[config.mk]
export PLATFORM = sky130hd
export DESIGN_NAME = ierp_top
export DESIGN_NICKNAME = d
export VERILOG_FILES = /design/src/hdl/ierp_pkg.sv /design/src/hdl/ierp_top.sv
export SDC_FILE = /design/constraint.sdc
export NUM_CORES = 2
export LEC_CHECK = 0
export BUFFER_PORTS_ARGS = -buffer_cell sky130_fd_sc_hd__clkbuf_2
export CELL_PAD_IN_SITES_DETAIL_PLACEMENT = 0
export CELL_PAD_IN_SITES_GLOBAL_PLACEMENT = 2
export CORE_UTILIZATION = 42
export CTS_CLUSTER_SIZE = 40
export DETAILED_ROUTE_END_ITERATION = 7
export PLACE_DENSITY = 0.8
export SYNTH_ARGS = -nofsm -noshare
export SYNTH_HDL_FRONTEND = slang
export SYNTH_HIERARCHICAL = 1
export SYNTH_SLANG_ARGS = --single-unit
export TNS_END_PERCENT = 1
[constraint.sdc]
create_clock -name ref_clk -period 3.6 [get_ports ref_clk]
set_input_delay 0.18 -clock ref_clk [delete_from_list [all_inputs] [get_ports ref_clk]]
set_output_delay 0.18 -clock ref_clk [all_outputs]
set_load 0.05 [all_outputs]
[src/hdl/ierp_pkg.sv]
// Shared constants and types for the serial EEPROM read path
package ierp_pkg;

  localparam logic [3:0] IERP_DEV_PATTERN   = 4'hA;  // Fixed top nibble of slave address
  localparam logic [3:0] IERP_BITS_PER_BYTE = 4'h8;  // Bits received before the ninth clock
  localparam logic [3:0] IERP_LAST_TX_BIT   = 4'h7;  // Shifts done when the falling edge that ends a sent byte arrives
  localparam logic [7:0] IERP_ERASED        = 8'hFF; // Array contents after reset
  localparam int         IERP_KBITS_DEF     = 2;     // Default array size in kilobits
  localparam int         IERP_FIFO_DEPTH    = 8;     // Load FIFO depth in words
  localparam int         IERP_BYTE_ADDR_W   = 8;     // Width of the byte address on the bus
  localparam logic       IERP_SYNC_RST      = 1'b0;  // Synchroniser value after reset

  typedef enum logic [2:0] {
    ST_RESET,
    ST_IDLE,
    ST_DEVADDR,
    ST_ADDR_ACK,
    ST_BYTEADDR,
    ST_BA_ACK,
    ST_TX,
    ST_TX_ACK
  } ierp_state_t;

endpackage

[src/hdl/ierp_top.sv]
// Read path of a serial EEPROM slave, with its array load FIFO
`timescale 1ns/1ps

module ierp_fifo
  import ierp_pkg::*;
#(
  parameter int W     = 8,
  parameter int DEPTH = IERP_FIFO_DEPTH
)(
  input  wire logic         clk,       // Block clock
  input  wire logic         rst,       // Synchronous reset, high
  input  wire logic         in_valid,  // Source offers a word
  output logic              in_ready,  // FIFO can take a word
  input  wire logic [W-1:0] in_data,   // Word offered
  output logic              out_valid, // FIFO holds a word
  input  wire logic         out_ready, // Sink takes the word
  output logic [W-1:0]      out_data   // Oldest word
);
  localparam int AW = $clog2(DEPTH);

  logic [W-1:0]  mem_q [DEPTH];
  logic [AW-1:0] wr_q;
  logic [AW-1:0] rd_q;
  logic [AW:0]   cnt_q;
  wire           push;
  wire           pop;

  // DEPTH must be a power of two so the pointers wrap by themselves
  assign in_ready  = (cnt_q != (AW+1)'(DEPTH));
  assign out_valid = (cnt_q != '0);
  assign out_data  = mem_q[rd_q];
  assign push      = in_valid && in_ready;
  assign pop       = out_valid && out_ready;

  always_ff @(posedge clk)
  begin
    if (push)
      mem_q[wr_q] <= in_data;
  end

  always_ff @(posedge clk)
  begin
    if (rst)
    begin
      wr_q  <= '0;
      rd_q  <= '0;
      cnt_q <= '0;
    end
    else
    begin
      if (push)
        wr_q <= wr_q + 1'b1;
      if (pop)
        rd_q <= rd_q + 1'b1;
      if (push && !pop)
        cnt_q <= cnt_q + 1'b1;
      else if (pop && !push)
        cnt_q <= cnt_q - 1'b1;
    end
  end
endmodule

module ierp_top
  import ierp_pkg::*;
#(
  parameter int KBITS  = IERP_KBITS_DEF,                   // 2, 4, 8 or 16
  parameter int ADDR_W = 8 + $clog2(KBITS / 2)             // Follows from KBITS
)(
  input  wire logic              ref_clk,           // Block clock, 250 MHz
  input  wire logic              sys_rst,           // Synchronous reset, high
  input  wire logic              por_ok,            // Supply above trigger level
  input  wire logic              scl_i,             // Bus clock pin level
  input  wire logic              sda_i,             // Bus data pin level
  output logic                   sda_o,             // Data drive value, always low
  output logic                   sda_oe,            // High while pulling data low
  input  wire logic              addr_select_pin_0, // Address select strap 0
  input  wire logic              addr_select_pin_1, // Address select strap 1
  input  wire logic              addr_select_pin_2, // Address select strap 2
  input  wire logic              wr_valid,          // Array load word offered
  output logic                   wr_ready,          // Load FIFO has room
  input  wire logic [ADDR_W-1:0] wr_addr,           // Array load address
  input  wire logic [7:0]        wr_data            // Array load byte
);
  localparam int DEPTH = KBITS * 128;
  localparam int HI    = ADDR_W - IERP_BYTE_ADDR_W;  // Slave address bits used as array address
  localparam int FW    = ADDR_W + 8;

  // Synchronisers: first stage feeds only the second
  logic [5:0]  sync_m_q;
  logic [5:0]  sync_s_q;
  logic        scl_p_q;
  logic        sda_p_q;
  wire         scl_s = sync_s_q[0];
  wire         sda_s = sync_s_q[1];
  wire         por_s = sync_s_q[2];
  wire  [2:0]  pins_s = sync_s_q[5:3];

  ierp_state_t       st_q, st_d;
  logic [3:0]        cnt_q, cnt_d;
  logic [7:0]        sh_q, sh_d;
  logic              oe_q, oe_d;
  logic [ADDR_W-1:0] ptr_q, ptr_d;
  logic [2:0]        dev_q, dev_d;
  logic              rw_q, rw_d;
  logic              mack_q, mack_d;
  logic [7:0]        mem_q [DEPTH];

  wire               scl_rise  = scl_s && !scl_p_q;
  wire               scl_fall  = !scl_s && scl_p_q;
  wire               start_det = scl_s && scl_p_q && sda_p_q && !sda_s;
  wire               stop_det  = scl_s && scl_p_q && !sda_p_q && sda_s;
  wire  [7:0]        rd_byte   = mem_q[ptr_q];
  wire               byte_done = scl_fall && (cnt_q == IERP_BITS_PER_BYTE);
  wire               tx_done   = scl_fall && (cnt_q == IERP_LAST_TX_BIT);
  wire  [ADDR_W-1:0] ptr_load  = ADDR_W'({dev_q, sh_q});
  wire               addr_hit;
  wire               fifo_valid;
  wire  [FW-1:0]     fifo_data;
  wire               drain     = (st_q == ST_IDLE);

  // Pins stand in for bits not taken by the array address
  function automatic logic dev_match(input logic [7:0] b, input logic [2:0] pins);
    logic ok;
    ok = (b[7:4] == IERP_DEV_PATTERN);
    for (int i = 0; i < 3; i++)
      if (i >= HI && b[i+1] != pins[i])
        ok = 1'b0;
    return ok;
  endfunction

  assign addr_hit = dev_match(sh_q, pins_s);
  assign sda_o    = 1'b0;
  assign sda_oe   = oe_q;

  always_ff @(posedge ref_clk)
  begin
    if (sys_rst)
    begin
      sync_m_q <= {6{IERP_SYNC_RST}};
      sync_s_q <= {6{IERP_SYNC_RST}};
      scl_p_q  <= IERP_SYNC_RST;
      sda_p_q  <= IERP_SYNC_RST;
    end
    else
    begin
      sync_m_q <= {addr_select_pin_2, addr_select_pin_1, addr_select_pin_0, por_ok, sda_i, scl_i};
      sync_s_q <= sync_m_q;
      scl_p_q  <= scl_s;
      sda_p_q  <= sda_s;
    end
  end

  always_comb
  begin
    st_d   = st_q;
    cnt_d  = cnt_q;
    sh_d   = sh_q;
    oe_d   = oe_q;
    ptr_d  = ptr_q;
    dev_d  = dev_q;
    rw_d   = rw_q;
    mack_d = mack_q;
    if (!por_s)
    begin
      st_d = ST_RESET;
      oe_d = 1'b0;
    end
    else if (start_det)
    begin
      // Also serves the repeated START of a random read
      st_d  = ST_DEVADDR;
      cnt_d = '0;
      oe_d  = 1'b0;
    end
    else if (stop_det)
    begin
      st_d = ST_IDLE;
      oe_d = 1'b0;
    end
    else
    begin
      case (st_q)
        ST_RESET:
          st_d = ST_IDLE;
        ST_IDLE:
          oe_d = 1'b0;
        ST_DEVADDR, ST_BYTEADDR:
          if (scl_rise && cnt_q != IERP_BITS_PER_BYTE)
          begin
            sh_d  = {sh_q[6:0], sda_s};
            cnt_d = cnt_q + 1'b1;
          end
          else if (byte_done && st_q == ST_DEVADDR)
          begin
            st_d  = addr_hit ? ST_ADDR_ACK : ST_IDLE;
            oe_d  = addr_hit;
            dev_d = sh_q[3:1];
            rw_d  = sh_q[0];
          end
          else if (byte_done)
          begin
            st_d  = ST_BA_ACK;
            oe_d  = 1'b1;
            ptr_d = ptr_load;
          end
        ST_ADDR_ACK:
          if (scl_fall && rw_q)
          begin
            st_d  = ST_TX;
            sh_d  = rd_byte;
            oe_d  = !rd_byte[7];
            cnt_d = '0;
          end
          else if (scl_fall)
          begin
            st_d  = ST_BYTEADDR;
            oe_d  = 1'b0;
            cnt_d = '0;
          end
        // Data bytes of a write are outside this path: ignored until START
        ST_BA_ACK:
          if (scl_fall)
          begin
            st_d = ST_IDLE;
            oe_d = 1'b0;
          end
        ST_TX:
          if (tx_done)
          begin
            st_d  = ST_TX_ACK;
            oe_d  = 1'b0;
            ptr_d = ptr_q + 1'b1;
          end
          else if (scl_fall)
          begin
            sh_d  = {sh_q[6:0], 1'b0};
            oe_d  = !sh_q[6];
            cnt_d = cnt_q + 1'b1;
          end
        ST_TX_ACK:
          if (scl_rise)
            mack_d = !sda_s;
          else if (scl_fall && mack_q)
          begin
            st_d  = ST_TX;
            sh_d  = rd_byte;
            oe_d  = !rd_byte[7];
            cnt_d = '0;
          end
          else if (scl_fall)
            st_d = ST_IDLE;
        default:
          st_d = ST_RESET;
      endcase
    end
  end

  always_ff @(posedge ref_clk)
  begin
    if (sys_rst)
    begin
      st_q   <= ST_RESET;
      cnt_q  <= '0;
      sh_q   <= '0;
      oe_q   <= 1'b0;
      ptr_q  <= '0;
      dev_q  <= '0;
      rw_q   <= 1'b0;
      mack_q <= 1'b0;
    end
    else
    begin
      st_q   <= st_d;
      cnt_q  <= cnt_d;
      sh_q   <= sh_d;
      oe_q   <= oe_d;
      ptr_q  <= ptr_d;
      dev_q  <= dev_d;
      rw_q   <= rw_d;
      mack_q <= mack_d;
    end
  end

  // Loads land only while the slave sits in ST_IDLE, so a byte never changes under the shifter
  ierp_fifo #(
    .W     (FW),
    .DEPTH (IERP_FIFO_DEPTH)
  ) u_load_fifo (
    .clk       (ref_clk),
    .rst       (sys_rst),
    .in_valid  (wr_valid),
    .in_ready  (wr_ready),
    .in_data   ({wr_addr, wr_data}),
    .out_valid (fifo_valid),
    .out_ready (drain),
    .out_data  (fifo_data)
  );

  always_ff @(posedge ref_clk)
  begin
    if (sys_rst)
    begin
      for (int i = 0; i < DEPTH; i++)
        mem_q[i] <= IERP_ERASED;
    end
    else if (fifo_valid && drain)
      mem_q[fifo_data[FW-1:8]] <= fifo_data[7:0];
  end

  // Size check: only the four documented densities are legal
  initial
  begin
    if (!(KBITS == 2 || KBITS == 4 || KBITS == 8 || KBITS == 16))
      $error("ierp_top: KBITS must be 2, 4, 8 or 16");
  end
endmodule

==> flow_summary.json <==
{
  "avgRoutedWirePerCell_um": 29.9,
  "crit_required_ps": 4200,
  "firstDrtPassIters": 6,
  "detail_route.vias_per_cell": 6.12,
  "setup_viol": 0,
  "grt_first_pass_wirelength_um": 454000,
  "final_max_slew_viol_count": 0,
  "drcViolationCount": 0,
  "drive_gt1_frac": 0.275,
  "pre_cts_slack_ps": -105,
  "grt_max_degree": 145,
  "swShare": 0.246,
  "hold_class": "input port to flop",
  "vdd_ir_drop_max_mv": 0.504,
  "critical_path_class": "flop to flop",
  "syn2layout_area_growth_pct": 14.8,
  "p_int_mw": 43.8,
  "grt_usage": 0.249,
  "r2r_end": "mem_q[8][2]",
  "grt_overflow": 0,
  "cap_viol_max_count": 0,
  "drt_iter0_drc": 7267,
  "period_needed_ps": 3500,
  "fillers": 20463,
  "synth-async-reset-ratio": 0,
  "fmax_ghz": 0.286,
  "fp.dieW_um": 499,
  "worstPathArrival_ps": 4100,
  "whs_endpoint": "sync_m_q[1]",
  "post-dp-hpwl_um": 203000,
  "cts_tree": "built",
  "postCtsSetupBuffers": 0,
  "layout_setup_ws_ps": 98.3,
  "yosys_warnings": 6,
  "yosysTopAreaCell": "edfxtp_1",
  "path_delay_family": "buffers and inverters",
  "layout.cells.non_filler": 10441,
  "synth_top_area_share": 0.630,
  "routabilityCongestion": 0.907,
  "avgSynthCellArea_um2": 15.0,
  "pwr-share-clk": 0.423,
  "postSynthCellCount": 6910,
  "cts_root_buffer": "clkbuf_16",
  "setup_tns_ps": 0,
  "crit_slowest_cell": "mux4_1",
  "cts_buffer_depth": 3,
  "synth.area.top_cells": "edfxtp_1, mux4_2, or3_1, clkbuf_1, or2_2",
  "clock_latency_ps": 880,
  "clkTransAtPathRegs_ps": 60,
  "die_area_mm2": 0.249,
  "grt_antenna_before_repair": 19,
  "finalCritPeriodShare": 0.973,
  "ys_ff_latch": 2237,
  "slowest_delay_ps": 560,
  "vias": 63875,
  "yosysSeqAreaShare": 0.641,
  "seqPwrFrac": 0.493,
  "syn-num-nets": 6944,
  "finalHoldViolations": 0,
  "postRouteAntennaNets": 0,
  "ys_types": 75,
  "rr_worst_depth": 11,
  "io_pins": 28,
  "hold_path_depth": 3,
  "clock_sinks": 2237,
  "htree_levels": 4,
  "final_nets": 7049,
  "ys_top_cells_by_count": "edfxtp_1, or3_1, clkbuf_1, mux4_2, or2_2",
  "maxSlewHeadroom": 0.217,
  "crit_path_max_fanout": 41,
  "numCtsBuffers": 231,
  "grt_pass1_vias": 63283,
  "skew_ps": 51.6,
  "wl_um": 312000,
  "die_h_um": 499,
  "p_leak_nw": 29.0,
  "worst_setup_path_start_kind": "flop",
  "p_comb_frac": 0.084,
  "rows": 182,
  "tightest_slew_ps": 1170,
  "crit_chain": "buf_12 > mux4_1 > mux2_2 > buf_4 > nor3_2 > buf_4 > nand2_4 > buf_12 > buf_12 > o21bai_1 > buf_4",
  "dp.cells": 9975,
  "initial_core_util": 0.422,
  "synth-edff-count": 2176,
  "hp-start": "sda_i",
  "p_sw_mw": 14.3,
  "rsz0062_at_grt": "yes",
  "numPortBuffers": 26,
  "yosysMostFrequentCell": "edfxtp_1",
  "path_buf_inv": 6,
  "core-area_mm2": 0.246,
  "rrSetupSlack_ps": 100,
  "status": "complete, no violations",
  "powerDensity_mw_per_mm2": 488,
  "ys.flop_type": "edfxtp_1",
  "synth_area_mm2": 0.104,
  "crit_path_end_kind": "flop",
  "place_area_mm2": 0.111,
  "final_cell_area_mm2": 0.119
}
cell families (layout without fill, tap and decap cells):
| kind of cell | after synthesis | after routing | share of synthesized area |
|---|---|---|---|
| muxes | 664 | 664 | 0.135 |
| xor gates and xnor gates | 10 | 10 | 0.000844 |
| adders and majority gates | 10 | 10 | 0.00125 |
| other | 1 | 8 | 0.0000361 |
| AOI/OAI and AO/OA | 520 | 520 | 0.0362 |
| buffers and inverters | 895 | 1199 | 0.0367 |
| DFF | 2237 | 2237 | 0.641 |
| and+or+nand+nor | 2573 | 2573 | 0.148 |
state kept, by name, summed over array words and instances (netlist names), 3 cells and up, named ones only:
signal,flops
u_load_fifo/cnt_q,4
u_load_fifo/mem_q,128
cnt_q,4
ptr_q,8
sync_m_q,6
u_load_fifo/rd_q,3
sync_s_q,6
u_load_fifo/wr_q,3
ptr_load,8
mem_q,2048
st_q,3
placed cells by master (no fill, tap or decap), types with 41 or more instances in the layout:
master / count
a211oi_1: 41
a21oi_1: 46
a22oi_1: 44
buf_12: 95
buf_4: 604
clkbuf_16: 234
clkinv_1: 49
clkinv_2: 51
dfxtp_1: 56
edfxtp_1: 2176
mux2i_1: 53
mux4_2: 550
nand2_1: 153
nand2b_1: 68
nor2_1: 77
o21bai_1: 202
or2_2: 260
or3_1: 1780
layout make-up:
cell class,count,area [µm²],share of cell area
multi-input combinational,3778,33900,0.284
clock inverter,154,1660,0.0139
timing repair buffer,752,6850,0.0575
sequential,2237,66600,0.559
clock buffer,278,6070,0.0510
inverter,15,58.8,0.000494
tap,3220,4030,0.0338
antenna,7,17.5,0.000147
per-layer routing:
layer	routed length [µm]	track usage
met3	26700	0.0433
met5	108	0
met1	127000	0.348
met4	10200	0.0815
met2	148000	0.394
through the flow:
step | hold slack, ps | utilization | power, mW
floorplan | 279 | - | 31.6
global placement | 395 | 0.452 | 33.9
detailed placement | 402 | 0.452 | 34.0
CTS | 5.45 | 0.485 | 58.3
global route | 57.5 | 0.485 | 59.6
finish | 57.7 | 0.485 | 58.1
worst reg2reg max path, delay by kind of cell (launching register included):
family,cells,cell delay [ps]
AO/OA/AOI/OAI,1,200
buffers and inverters,6,1340
flip-flops,1,360
multiplexers,2,940
AND/OR/NAND/NOR,2,410
power by group through the flow:
stage	Combinational [mW]	Clock (mW)	Sequential, mW
finish	4.89	24.5	28.6
global route	5.15	25.8	28.6
CTS	4.87	24.8	28.6
detailed placement	4.83	0	29.2
global placement	4.76	0	29.2
floorplan	2.40	0	29.2
how the worst max path moves through the flow:
stage | to | slack, ps | cells after the start
after floorplan | mem_q[136][0] | -40 | 12
after global placement | mem_q[214][6] | -100 | 8
after detailed placement | ptr_load[7] | -110 | 9
after CTS | mem_q[102][3] | 3 | 8
after global routing | mem_q[6][1] | -30 | 10
final | mem_q[8][2] | 100 | 11
what timing repair did:
action | in CTS | in global routing
endpoints found under the setup margin | 21 | 91
resized for setup | 4 | 16
pin swaps | 0 | 0
hold endpoints to repair | 148 | 0
hold buffers | 27 | 0
Power figures use the tool's default switching activity.
